File: config.mk
export PLATFORM = sky130hd
export DESIGN_NAME = srap_top
export DESIGN_NICKNAME = d
export VERILOG_FILES = /design/src/design/srap_pkg.sv /design/src/design/srap_pin_sync.sv /design/src/design/srap_regfile.sv /design/src/design/srap_top.sv
export SDC_FILE = /design/constraint.sdc
export NUM_CORES = 1
export LEC_CHECK = 0
export ABC_CLOCK_PERIOD_IN_PS = 2700
export BUFFER_PORTS_ARGS = -buffer_cell sky130_fd_sc_hd__buf_4
export CAP_MARGIN = 20
export CELL_PAD_IN_SITES_DETAIL_PLACEMENT = 1
export CELL_PAD_IN_SITES_GLOBAL_PLACEMENT = 1
export CORE_MARGIN = 8
export CORE_UTILIZATION = 30
export DETAILED_ROUTE_END_ITERATION = 10
export GPL_ROUTABILITY_DRIVEN = 0
export HOLD_SLACK_MARGIN = 0.1
export PLACE_DENSITY = 0.58
export SLEW_MARGIN = 20
export SYNTH_ARGS = -nofsm -noshare
export SYNTH_HDL_FRONTEND = slang
export SYNTH_SLANG_ARGS = --single-unit
File: constraint.sdc
create_clock -name clk_sys_i -period 2.7 [get_ports clk_sys_i]
set_input_delay 0.135 -clock clk_sys_i [delete_from_list [all_inputs] [get_ports clk_sys_i]]
set_output_delay 0.135 -clock clk_sys_i [all_outputs]
set_load 0.02 [all_outputs]
File: src/design/srap_pkg.sv
// Constants and types shared by the serial register access port
package srap_pkg;

   // ----------------------------------------------------------------
   // Data set layout
   // ----------------------------------------------------------------
   localparam int SRAP_SET_BITS = 24;
   localparam int SRAP_HDR_BITS = 8;
   localparam int SRAP_ADDR_W = 6;
   localparam int SRAP_DATA_W = 16;
   localparam int SRAP_CNT_W = 5;
   localparam int SRAP_ADDR_LSB = 0;
   localparam int SRAP_SEL_POS = 6;
   localparam int SRAP_SPARE_POS = 7;
   localparam int SRAP_DATA_LSB = 8;
   // Bit position of the header inside the shifter once only the header is in
   localparam int SRAP_HDR_OFS = SRAP_SET_BITS - SRAP_HDR_BITS;
   localparam logic [SRAP_CNT_W-1:0] SRAP_HDR_LAST = 5'h07;
   localparam logic [SRAP_CNT_W-1:0] SRAP_SET_LAST = 5'h17;
   localparam logic [SRAP_CNT_W-1:0] SRAP_CNT_ONE = 5'h01;
   localparam logic SRAP_SEL_WRITE = 1'b0;
   localparam logic SRAP_SEL_READ = 1'b1;

   // ----------------------------------------------------------------
   // Register map
   // ----------------------------------------------------------------
   localparam logic [SRAP_DATA_W-1:0] SRAP_REG_RESET = 16'h0000;
   localparam int SRAP_NUM_REGS = 13;
   localparam int SRAP_CONV_W = 10;
   localparam logic [SRAP_ADDR_W-1:0] SRAP_ADDR_IRIS_DUTY_OVERRIDE = 6'h0A;
   localparam logic [SRAP_ADDR_W-1:0] SRAP_ADDR_IRIS_MODE_AND_POLARITY = 6'h0B;
   localparam logic [SRAP_ADDR_W-1:0] SRAP_ADDR_IRIS_CONVERTER_RESULT = 6'h0C;
   localparam logic [SRAP_ADDR_W-1:0] SRAP_ADDR_IRIS_TARGET_UPDATE_TIMING = 6'h0E;
   localparam logic [SRAP_ADDR_W-1:0] SRAP_ADDR_STEPPER_WAIT_AND_PWM = 6'h20;
   localparam logic [SRAP_ADDR_W-1:0] SRAP_ADDR_PULSE_PIN_SELECT_TEST = 6'h21;
   localparam logic [SRAP_ADDR_W-1:0] SRAP_ADDR_MOTOR_ALPHA_WAIT_PHASE = 6'h22;
   localparam logic [SRAP_ADDR_W-1:0] SRAP_ADDR_DRIVER_AB_PEAK_WIDTH = 6'h23;
   localparam logic [SRAP_ADDR_W-1:0] SRAP_ADDR_MOTOR_ALPHA_STEP_CONTROL = 6'h24;
   localparam logic [SRAP_ADDR_W-1:0] SRAP_ADDR_MOTOR_ALPHA_STEP_CYCLE = 6'h25;
   localparam logic [SRAP_ADDR_W-1:0] SRAP_ADDR_MOTOR_BETA_WAIT_PHASE = 6'h27;
   localparam logic [SRAP_ADDR_W-1:0] SRAP_ADDR_DRIVER_CD_PEAK_WIDTH = 6'h28;
   localparam logic [SRAP_ADDR_W-1:0] SRAP_ADDR_MOTOR_BETA_STEP_CONTROL = 6'h29;
   localparam logic [SRAP_ADDR_W-1:0] SRAP_ADDR_MOTOR_BETA_STEP_CYCLE = 6'h2A;

   // Writable registers, in bank order
   localparam logic [SRAP_ADDR_W-1:0] SRAP_RW_ADDR [SRAP_NUM_REGS] = '{
      SRAP_ADDR_IRIS_DUTY_OVERRIDE,
      SRAP_ADDR_IRIS_MODE_AND_POLARITY,
      SRAP_ADDR_IRIS_TARGET_UPDATE_TIMING,
      SRAP_ADDR_STEPPER_WAIT_AND_PWM,
      SRAP_ADDR_PULSE_PIN_SELECT_TEST,
      SRAP_ADDR_MOTOR_ALPHA_WAIT_PHASE,
      SRAP_ADDR_DRIVER_AB_PEAK_WIDTH,
      SRAP_ADDR_MOTOR_ALPHA_STEP_CONTROL,
      SRAP_ADDR_MOTOR_ALPHA_STEP_CYCLE,
      SRAP_ADDR_MOTOR_BETA_WAIT_PHASE,
      SRAP_ADDR_DRIVER_CD_PEAK_WIDTH,
      SRAP_ADDR_MOTOR_BETA_STEP_CONTROL,
      SRAP_ADDR_MOTOR_BETA_STEP_CYCLE
   };

   // ----------------------------------------------------------------
   // Port sequencer states
   // ----------------------------------------------------------------
   typedef enum logic [3:0] {
      SRAP_ST_IDLE = 4'h1,
      SRAP_ST_HDR = 4'h2,
      SRAP_ST_WR = 4'h4,
      SRAP_ST_RD = 4'h8
   } srap_state_t;

endpackage

File: src/design/srap_pin_sync.sv
// Three-stage pin synchroniser with agreement filter
`timescale 1ns/1ps
module srap_pin_sync #(
   parameter int WIDTH = 1,
   parameter logic [WIDTH-1:0] RESET_VAL = '0
) (
   input wire logic clk_sys_i,
   input wire logic rst_i,
   input wire logic [WIDTH-1:0] pin_i,
   output logic [WIDTH-1:0] level_o
);
   logic [WIDTH-1:0] s1_reg;
   logic [WIDTH-1:0] s2_reg;
   logic [WIDTH-1:0] s3_reg;
   logic [WIDTH-1:0] level_reg;
   logic [WIDTH-1:0] level_next;

   // Accept a new level only where stages two and three agree
   always_comb begin
      for (int i = 0; i < WIDTH; i++) begin
         level_next[i] = (s2_reg[i] == s3_reg[i]) ? s3_reg[i] : level_reg[i];
      end
   end

   always_ff @(posedge clk_sys_i) begin
      if (rst_i) begin
         s1_reg <= RESET_VAL;
         s2_reg <= RESET_VAL;
         s3_reg <= RESET_VAL;
         level_reg <= RESET_VAL;
      end else begin
         s1_reg <= pin_i;
         s2_reg <= s1_reg;
         s3_reg <= s2_reg;
         level_reg <= level_next;
      end
   end

   assign level_o = level_reg;
endmodule

File: src/design/srap_regfile.sv
// Control register bank with write port and read multiplexer
`timescale 1ns/1ps
module srap_regfile
   import srap_pkg::*;
(
   input wire logic clk_sys_i,
   input wire logic rst_i,
   input wire logic clear_i,
   input wire logic wr_stb_i,
   input wire logic [srap_pkg::SRAP_ADDR_W-1:0] wr_addr_i,
   input wire logic [srap_pkg::SRAP_DATA_W-1:0] wr_data_i,
   input wire logic [srap_pkg::SRAP_ADDR_W-1:0] rd_addr_i,
   input wire logic [srap_pkg::SRAP_CONV_W-1:0] iris_converter_value_i,
   output logic [srap_pkg::SRAP_DATA_W-1:0] rd_data_o,
   output logic [srap_pkg::SRAP_NUM_REGS*srap_pkg::SRAP_DATA_W-1:0] bank_o
);
   import srap_pkg::*;

   logic [SRAP_DATA_W-1:0] bank_reg [SRAP_NUM_REGS];
   logic [SRAP_DATA_W-1:0] bank_next [SRAP_NUM_REGS];

   // Only listed addresses store; converter result and holes ignore writes
   always_comb begin
      for (int i = 0; i < SRAP_NUM_REGS; i++) begin
         bank_next[i] = bank_reg[i];
         if (clear_i) begin
            bank_next[i] = SRAP_REG_RESET;
         end else if (wr_stb_i && (wr_addr_i == SRAP_RW_ADDR[i])) begin
            bank_next[i] = wr_data_i;
         end
      end
   end

   always_ff @(posedge clk_sys_i) begin
      for (int i = 0; i < SRAP_NUM_REGS; i++) begin
         if (rst_i) begin
            bank_reg[i] <= SRAP_REG_RESET;
         end else begin
            bank_reg[i] <= bank_next[i];
         end
      end
   end

   // Read mux: unmapped addresses and unused upper bits read zero
   always_comb begin
      rd_data_o = '0;
      if (rd_addr_i == SRAP_ADDR_IRIS_CONVERTER_RESULT) begin
         rd_data_o = {{(SRAP_DATA_W-SRAP_CONV_W){1'b0}}, iris_converter_value_i};
      end
      for (int i = 0; i < SRAP_NUM_REGS; i++) begin
         if (rd_addr_i == SRAP_RW_ADDR[i]) begin
            rd_data_o = bank_reg[i];
         end
      end
   end

   for (genvar g = 0; g < SRAP_NUM_REGS; g++) begin : g_flat
      assign bank_o[g*SRAP_DATA_W +: SRAP_DATA_W] = bank_reg[g];
   end
endmodule

File: src/design/srap_top.sv
// Serial register access port: framing, shifting, read-out and register bank
`timescale 1ns/1ps
module srap_top
   import srap_pkg::*;
(
   input wire logic clk_sys_i,
   input wire logic rst_i,
   input wire logic chip_select_i,
   input wire logic serial_clk_i,
   input wire logic serial_in_i,
   input wire logic reset_n_i,
   input wire logic [srap_pkg::SRAP_CONV_W-1:0] iris_converter_value_i,
   output logic serial_out_o,
   output logic serial_out_oe_n_o,
   output logic [srap_pkg::SRAP_DATA_W-1:0] iris_duty_override_o,
   output logic [srap_pkg::SRAP_DATA_W-1:0] iris_mode_and_polarity_o,
   output logic [srap_pkg::SRAP_DATA_W-1:0] iris_target_update_timing_o,
   output logic [srap_pkg::SRAP_DATA_W-1:0] stepper_wait_and_pwm_o,
   output logic [srap_pkg::SRAP_DATA_W-1:0] pulse_pin_select_test_o,
   output logic [srap_pkg::SRAP_DATA_W-1:0] motor_alpha_wait_phase_o,
   output logic [srap_pkg::SRAP_DATA_W-1:0] driver_ab_peak_width_o,
   output logic [srap_pkg::SRAP_DATA_W-1:0] motor_alpha_step_control_o,
   output logic [srap_pkg::SRAP_DATA_W-1:0] motor_alpha_step_cycle_o,
   output logic [srap_pkg::SRAP_DATA_W-1:0] motor_beta_wait_phase_o,
   output logic [srap_pkg::SRAP_DATA_W-1:0] driver_cd_peak_width_o,
   output logic [srap_pkg::SRAP_DATA_W-1:0] motor_beta_step_control_o,
   output logic [srap_pkg::SRAP_DATA_W-1:0] motor_beta_step_cycle_o
);
   import srap_pkg::*;

   // ----------------------------------------------------------------
   // Pin synchronisation
   // ----------------------------------------------------------------
   logic [3:0] pins_f;
   logic cs_f;
   logic sck_f;
   logic sin_f;
   logic reset_n_f;
   logic port_clr;
   logic sck_prev_reg;
   logic sck_rise;

   srap_pin_sync #(
      .WIDTH(4),
      .RESET_VAL(4'h8)
   ) u_sync (
      .clk_sys_i(clk_sys_i),
      .rst_i(rst_i),
      .pin_i({reset_n_i, serial_in_i, serial_clk_i, chip_select_i}),
      .level_o(pins_f)
   );

   assign cs_f = pins_f[0];
   assign sck_f = pins_f[1];
   assign sin_f = pins_f[2];
   assign reset_n_f = pins_f[3];
   assign port_clr = !reset_n_f;

   always_ff @(posedge clk_sys_i) begin
      if (rst_i) begin
         sck_prev_reg <= 1'b0;
      end else begin
         sck_prev_reg <= sck_f;
      end
   end

   assign sck_rise = sck_f && !sck_prev_reg;

   // ----------------------------------------------------------------
   // Frame sequencer and shifter
   // ----------------------------------------------------------------
   srap_state_t state_reg;
   srap_state_t state_next;
   logic [SRAP_CNT_W-1:0] cnt_reg;
   logic [SRAP_CNT_W-1:0] cnt_next;
   logic [SRAP_SET_BITS-1:0] shift_reg;
   logic [SRAP_SET_BITS-1:0] shift_next;
   logic [SRAP_SET_BITS-1:0] shifted;
   logic [SRAP_DATA_W-1:0] rd_shift_reg;
   logic [SRAP_DATA_W-1:0] rd_shift_next;
   logic serial_out_reg;
   logic serial_out_next;
   logic oe_n_reg;
   logic oe_n_next;
   logic wr_stb_reg;
   logic wr_stb_next;
   logic [SRAP_ADDR_W-1:0] wr_addr_reg;
   logic [SRAP_ADDR_W-1:0] wr_addr_next;
   logic [SRAP_DATA_W-1:0] wr_data_reg;
   logic [SRAP_DATA_W-1:0] wr_data_next;
   logic [SRAP_ADDR_W-1:0] rd_addr;
   logic [SRAP_DATA_W-1:0] rd_data;
   logic hdr_sel;

   // LSB first: each new bit enters at the top and walks down
   assign shifted = {sin_f, shift_reg[SRAP_SET_BITS-1:1]};
   assign rd_addr = shifted[SRAP_HDR_OFS+SRAP_ADDR_LSB +: SRAP_ADDR_W];
   assign hdr_sel = shifted[SRAP_HDR_OFS+SRAP_SEL_POS];

   always_comb begin
      state_next = state_reg;
      cnt_next = cnt_reg;
      shift_next = shift_reg;
      rd_shift_next = rd_shift_reg;
      serial_out_next = serial_out_reg;
      oe_n_next = !cs_f;
      wr_stb_next = 1'b0;
      wr_addr_next = wr_addr_reg;
      wr_data_next = wr_data_reg;
      if (port_clr || !cs_f) begin
         // Closing the frame drops any partial set
         state_next = SRAP_ST_IDLE;
         cnt_next = '0;
         shift_next = '0;
         rd_shift_next = '0;
         serial_out_next = 1'b0;
         oe_n_next = 1'b1;
      end else if (sck_rise) begin
         shift_next = shifted;
         case (state_reg)
            SRAP_ST_IDLE, SRAP_ST_HDR: begin
               serial_out_next = 1'b0;
               cnt_next = cnt_reg + SRAP_CNT_ONE;
               state_next = SRAP_ST_HDR;
               if (cnt_reg == SRAP_HDR_LAST) begin
                  if (hdr_sel == SRAP_SEL_READ) begin
                     state_next = SRAP_ST_RD;
                     serial_out_next = rd_data[0];
                     rd_shift_next = {1'b0, rd_data[SRAP_DATA_W-1:1]};
                  end else begin
                     state_next = SRAP_ST_WR;
                  end
               end
            end
            SRAP_ST_WR: begin
               if (cnt_reg == SRAP_SET_LAST) begin
                  // Full set received: commit and start the next set
                  cnt_next = '0;
                  state_next = SRAP_ST_HDR;
                  wr_stb_next = 1'b1;
                  wr_addr_next = shifted[SRAP_ADDR_LSB +: SRAP_ADDR_W];
                  wr_data_next = shifted[SRAP_DATA_LSB +: SRAP_DATA_W];
               end else begin
                  cnt_next = cnt_reg + SRAP_CNT_ONE;
               end
            end
            SRAP_ST_RD: begin
               // Input bits in these positions are never used
               if (cnt_reg == SRAP_SET_LAST) begin
                  cnt_next = '0;
                  state_next = SRAP_ST_HDR;
                  serial_out_next = 1'b0;
               end else begin
                  cnt_next = cnt_reg + SRAP_CNT_ONE;
                  serial_out_next = rd_shift_reg[0];
                  rd_shift_next = {1'b0, rd_shift_reg[SRAP_DATA_W-1:1]};
               end
            end
            default: begin
               state_next = SRAP_ST_IDLE;
               cnt_next = '0;
            end
         endcase
      end
   end

   always_ff @(posedge clk_sys_i) begin
      if (rst_i) begin
         state_reg <= SRAP_ST_IDLE;
         cnt_reg <= '0;
         shift_reg <= '0;
         rd_shift_reg <= '0;
         serial_out_reg <= 1'b0;
         oe_n_reg <= 1'b1;
         wr_stb_reg <= 1'b0;
         wr_addr_reg <= '0;
         wr_data_reg <= '0;
      end else begin
         state_reg <= state_next;
         cnt_reg <= cnt_next;
         shift_reg <= shift_next;
         rd_shift_reg <= rd_shift_next;
         serial_out_reg <= serial_out_next;
         oe_n_reg <= oe_n_next;
         wr_stb_reg <= wr_stb_next;
         wr_addr_reg <= wr_addr_next;
         wr_data_reg <= wr_data_next;
      end
   end

   assign serial_out_o = serial_out_reg;
   assign serial_out_oe_n_o = oe_n_reg;

   // ----------------------------------------------------------------
   // Register bank
   // ----------------------------------------------------------------
   logic [SRAP_NUM_REGS*SRAP_DATA_W-1:0] bank;

   srap_regfile u_regs (
      .clk_sys_i(clk_sys_i),
      .rst_i(rst_i),
      .clear_i(port_clr),
      .wr_stb_i(wr_stb_reg),
      .wr_addr_i(wr_addr_reg),
      .wr_data_i(wr_data_reg),
      .rd_addr_i(rd_addr),
      .iris_converter_value_i(iris_converter_value_i),
      .rd_data_o(rd_data),
      .bank_o(bank)
   );

   assign iris_duty_override_o = bank[0*SRAP_DATA_W +: SRAP_DATA_W];
   assign iris_mode_and_polarity_o = bank[1*SRAP_DATA_W +: SRAP_DATA_W];
   assign iris_target_update_timing_o = bank[2*SRAP_DATA_W +: SRAP_DATA_W];
   assign stepper_wait_and_pwm_o = bank[3*SRAP_DATA_W +: SRAP_DATA_W];
   assign pulse_pin_select_test_o = bank[4*SRAP_DATA_W +: SRAP_DATA_W];
   assign motor_alpha_wait_phase_o = bank[5*SRAP_DATA_W +: SRAP_DATA_W];
   assign driver_ab_peak_width_o = bank[6*SRAP_DATA_W +: SRAP_DATA_W];
   assign motor_alpha_step_control_o = bank[7*SRAP_DATA_W +: SRAP_DATA_W];
   assign motor_alpha_step_cycle_o = bank[8*SRAP_DATA_W +: SRAP_DATA_W];
   assign motor_beta_wait_phase_o = bank[9*SRAP_DATA_W +: SRAP_DATA_W];
   assign driver_cd_peak_width_o = bank[10*SRAP_DATA_W +: SRAP_DATA_W];
   assign motor_beta_step_control_o = bank[11*SRAP_DATA_W +: SRAP_DATA_W];
   assign motor_beta_step_cycle_o = bank[12*SRAP_DATA_W +: SRAP_DATA_W];

   // Read sets shift exactly sixteen data bits before the next header
   logic [SRAP_CNT_W-1:0] rd_bits_reg;
   logic [SRAP_CNT_W-1:0] rd_bits_next;

   always_comb begin
      rd_bits_next = rd_bits_reg;
      if (state_reg != SRAP_ST_RD) begin
         rd_bits_next = '0;
      end else if (sck_rise && cs_f && !port_clr) begin
         rd_bits_next = rd_bits_reg + SRAP_CNT_ONE;
      end
   end

   always_ff @(posedge clk_sys_i) begin
      if (rst_i) begin
         rd_bits_reg <= '0;
      end else begin
         rd_bits_reg <= rd_bits_next;
      end
   end
endmodule

==> flow_metrics.env <==
export IMPL_initial_utilization_pct=30.2
export IMPL_layout_drive_gt1_share_pct=21.8
export IMPL_critPathMaxFanout=16
export IMPL_grt_antenna_before_repair=0
export IMPL_crit_start="shift_reg[21]"
export IMPL_number_of_buffers_added_by_the_clock_tree_synthesis_step=36
export IMPL_number_of_flops_mapped_to_enable_cells_by_yosys=0
export IMPL_synth_seq_cells=297
export IMPL_capturing_instance_or_port_of_the_critical_path="rd_shift_reg[4]"
export IMPL_final_core_utilization_pct=39.0
export IMPL_detail_route_iter0_violations=1277
export IMPL_grt_max_degree=209
export IMPL_rr_worst_depth=7
export IMPL_crit_chain="nor4b_2, and2_1, buf_4, a221oi_1, o211a_1, o21ai_0, a32o_1"
export IMPL_yosysUniqueCellTypes=80
export IMPL_cp_num_cells=7
export IMPL_clock_transition_at_the_registers_of_the_reported_paths_ns=0.06
export IMPL_synth_area_um2=12900
export IMPL_gr_total_overflow=0
export IMPL_relSlewSlack_pct=3.47
export IMPL_global_route_usage_total_pct=24.7
export IMPL_worstSetupPathType="reg2reg"
export IMPL_run_status="complete, no violations"
export IMPL_p_per_area_nw_per_um2=568
export IMPL_yosys_top_cells_area="sky130_fd_sc_hd__dfxtp_1 46%, sky130_fd_sc_hd__mux2i_1 11%, sky130_fd_sc_hd__nand2_1 9.0%"
export IMPL_postCtsSetupBuffers=0
export IMPL_rsz_0062_raised_after_global_routing="no"
export IMPL_mappedNetlistNets=1578
export IMPL_avgRoutedWirePerCell_um=26.8
export IMPL_fillCellCount=5074
export IMPL_ioPinCount=226
export IMPL_period_share_pct=94.4
export IMPL_finalHoldViolCount=0
export IMPL_yosys_top_cells_count="309 x sky130_fd_sc_hd__nand2_1, 297 x sky130_fd_sc_hd__dfxtp_1, 197 x sky130_fd_sc_hd__nor2_1, 177 x sky130_fd_sc_hd__a21oi_1, 140 x sky130_fd_sc_hd__mux2i_1"
export IMPL_netlist_instances=1561
export IMPL_report_final_setup_viol=0
export IMPL_timing_worst_slew_pin_value_ns=1.45
export IMPL_core_rowCount=76
export IMPL_cpMaxStageDelayCell="sky130_fd_sc_hd__dfxtp_1"
export IMPL_synth_most_common_cell="sky130_fd_sc_hd__nand2_1"
export IMPL_syn_area_per_cell_um2=8.28
export IMPL_die_width_um=224
export IMPL_area_growth_synth_to_final_pct=29.3
export IMPL_largest_register_ffs=208
export IMPL_cp_buffers_inverters=1
export IMPL_worst_reg_to_reg_setup_slack_ns=0.15
export IMPL_route_final_wire_length_um=63100
export IMPL_dr_pass1_iterations=8
export IMPL_ys_async_sr_fraction_pct=0
export IMPL_cp_data_required_time_ns=3.14
export IMPL_worst_setup_path_start_kind="flop"
export IMPL_vias_per_cell=5.46
export IMPL_cap_viol_max_count=0
export IMPL_cell_taking_the_most_area_after_synthesis="sky130_fd_sc_hd__dfxtp_1"
export IMPL_synth_top_cell_area_share_pct=46.0
export IMPL_critical_path_data_arrival_time_ns=2.99
export IMPL_hold_path_class="in2reg"
export IMPL_cp_slowest_stage_delay_ns=0.66
export IMPL_r2r_start="shift_reg[21]"
export IMPL_drc_errors=0
export IMPL_die_height_um=224
export IMPL_tritoncts="built"
export IMPL_end_kind="flop"
export IMPL_final_cells=2354
export IMPL_power_leakage_uw=0.00648
export IMPL_r2r_end="rd_shift_reg[4]"
export IMPL_numPortBuffers=225
export IMPL_via_count=12900
export IMPL_htreeDepth=2
export IMPL_crit_family="compound AO/OA/AOI/OAI gates"
export IMPL_holdWs_ns=0.161
export IMPL_irDropWorstVdd_mv=0.350
export IMPL_totalNegativeSetupSlack_ns=0
export IMPL_ctsRootBufferMaster="sky130_fd_sc_hd__clkbuf_16"
export IMPL_clkSinkCount=297
export IMPL_final_net_count=1801
export IMPL_fin_skew_ns=0.0269
export IMPL_multi_input_gate_area_um2=6500
export IMPL_drv_slew=0
export IMPL_synth_seq_area_share_pct=46.0
export IMPL_achievable_frequency_mhz=393
export IMPL_first_global_vias=12900
export IMPL_core_um2=42800
export IMPL_total_area_of_sequential_cells_um2=5950
export IMPL_antenna_cells=0
export IMPL_cts_max_path_buffers=3
export IMPL_postRouteAntennaNets=0
export IMPL_finalPower_uw=9490
export IMPL_place_detailed_instances=2288
export IMPL_post_dp_hpwl_um=46100
export IMPL_grt_first_pass_wirelength_um=92600
export IMPL_yosys_most_used_dff="sky130_fd_sc_hd__dfxtp_1"
export IMPL_ys_warnings_count=0
export IMPL_worstSkewPairLatency_ns=0.56
export IMPL_finalWorstPathRequiredPeriod_ns=2.55
export IMPL_die_area_um2=50000
[final cells by class]
type                    instances  area share, %
repair buffers                307           14.1
clock buffers                  51           6.10
well taps                     546           4.09
inverters                       9          0.202
clock inverters                11          0.988
multi-input cells            1133           38.9
flip-flops and latches        297           35.6
[worst reg2reg max path, cell delays in order, from the launching register on]
cell and delay [ns]:
sky130_fd_sc_hd__dfxtp_1 0.66, sky130_fd_sc_hd__nor4b_2 0.14, sky130_fd_sc_hd__and2_1 0.34, sky130_fd_sc_hd__buf_4 0.24, sky130_fd_sc_hd__a221oi_1 0.46, sky130_fd_sc_hd__o211a_1 0.28, sky130_fd_sc_hd__o21ai_0 0.11, sky130_fd_sc_hd__a32o_1 0.22
[cell families (layout without fill, tap and decap cells)]
kind of cell             count (synthesis)  count (layout)  share of synthesized area (%)
AO/OA/AOI/OAI                          343             343                           15.9
XOR/XNOR                                 4               4                          0.271
adder cells (fa/ha/maj)                  1               1                         0.0968
buffers and inverters                  131             378                           4.18
flip-flops                             297             297                           46.0
multiplexers                           148             148                           11.5
AND/OR/NAND/NOR                        637             637                           22.0
[report_power, final]
group | internal, uW | switching [uW] | total (uW)
sequential | 4390 | 3.10 | 4390
combinational | 29.1 | 76.4 | 106
clock | 3010 | 1980 | 4990
[layout by cell type, fill, tap and decap left out, types with 5 or more instances in the layout]
cell type / Yosys / routed
sky130_fd_sc_hd__nand3_1: 15 / 15
sky130_fd_sc_hd__o22ai_1: 14 / 14
sky130_fd_sc_hd__nand4_1: 9 / 9
sky130_fd_sc_hd__nor3_1: 19 / 17
sky130_fd_sc_hd__dfxtp_1: 297 / 295
sky130_fd_sc_hd__nand2b_1: 13 / 12
sky130_fd_sc_hd__mux2i_1: 140 / 140
sky130_fd_sc_hd__mux2_2: 8 / 8
sky130_fd_sc_hd__clkbuf_1: 96 / 10
sky130_fd_sc_hd__a22o_1: 5 / 5
sky130_fd_sc_hd__nand2_1: 309 / 309
sky130_fd_sc_hd__a221oi_1: 14 / 14
sky130_fd_sc_hd__nor2b_1: 16 / 15
sky130_fd_sc_hd__a21oi_1: 177 / 177
sky130_fd_sc_hd__nor3b_1: 7 / 5
sky130_fd_sc_hd__nor2_1: 197 / 196
sky130_fd_sc_hd__a31oi_1: 5 / 5
sky130_fd_sc_hd__o31ai_1: 5 / 5
sky130_fd_sc_hd__a22oi_1: 20 / 20
sky130_fd_sc_hd__buf_4: 2 / 300
sky130_fd_sc_hd__o21ai_0: 48 / 48
sky130_fd_sc_hd__inv_1: 8 / 8
sky130_fd_sc_hd__a211oi_1: 10 / 10
sky130_fd_sc_hd__or3_1: 6 / 6
sky130_fd_sc_hd__o221ai_1: 6 / 6
sky130_fd_sc_hd__clkbuf_16: 0 / 37
[how the worst min path moves through the flow]
| stage | depth (start not counted) | end | slack [ns] | start |
|---|---|---|---|---|
| after floorplan | 1 | u_sync.s1_reg[3] | 0.24 | reset_n_i |
| after global placement | 2 | u_sync.s1_reg[3] | 0.32 | reset_n_i |
| after detailed placement | 2 | u_sync.s1_reg[3] | 0.33 | reset_n_i |
| after CTS | 5 | state_reg[0] | 0.14 | rst_i |
| after global routing | 3 | u_sync.s2_reg[2] | 0.16 | rst_i |
| final | 3 | u_sync.s3_reg[0] | 0.16 | rst_i |
[metal layers]
| metal | vias up | global-route usage [%] | wire [um] |
|---|---|---|---|
| li1 | 5861 | - | - |
| met1 | 6431 | 35.2 | 29500 |
| met2 | 486 | 37.3 | 27500 |
| met3 | 77 | 5.13 | 4490 |
| met4 | 0 | 7.05 | 1640 |
| met5 | - | 0 | 0 |
[timing repair]
item,4_1_cts,5_1_grt
resized for setup,0,4
hold buffers,4,0
endpoints found under the hold margin,4,0
endpoints found under the setup margin,0,3
[metrics by stage]
stage                     setup WS [ns]  instance area [um^2]
after detailed placement         0.0403                 15500
after global routing           0.000507                 16700
after global placement            0.109                 15500
after floorplan                   0.602                 12900
after CTS                        0.0303                 16700
final                             0.152                 16700
No activity file was read; power rests on OpenSTA's default activity.
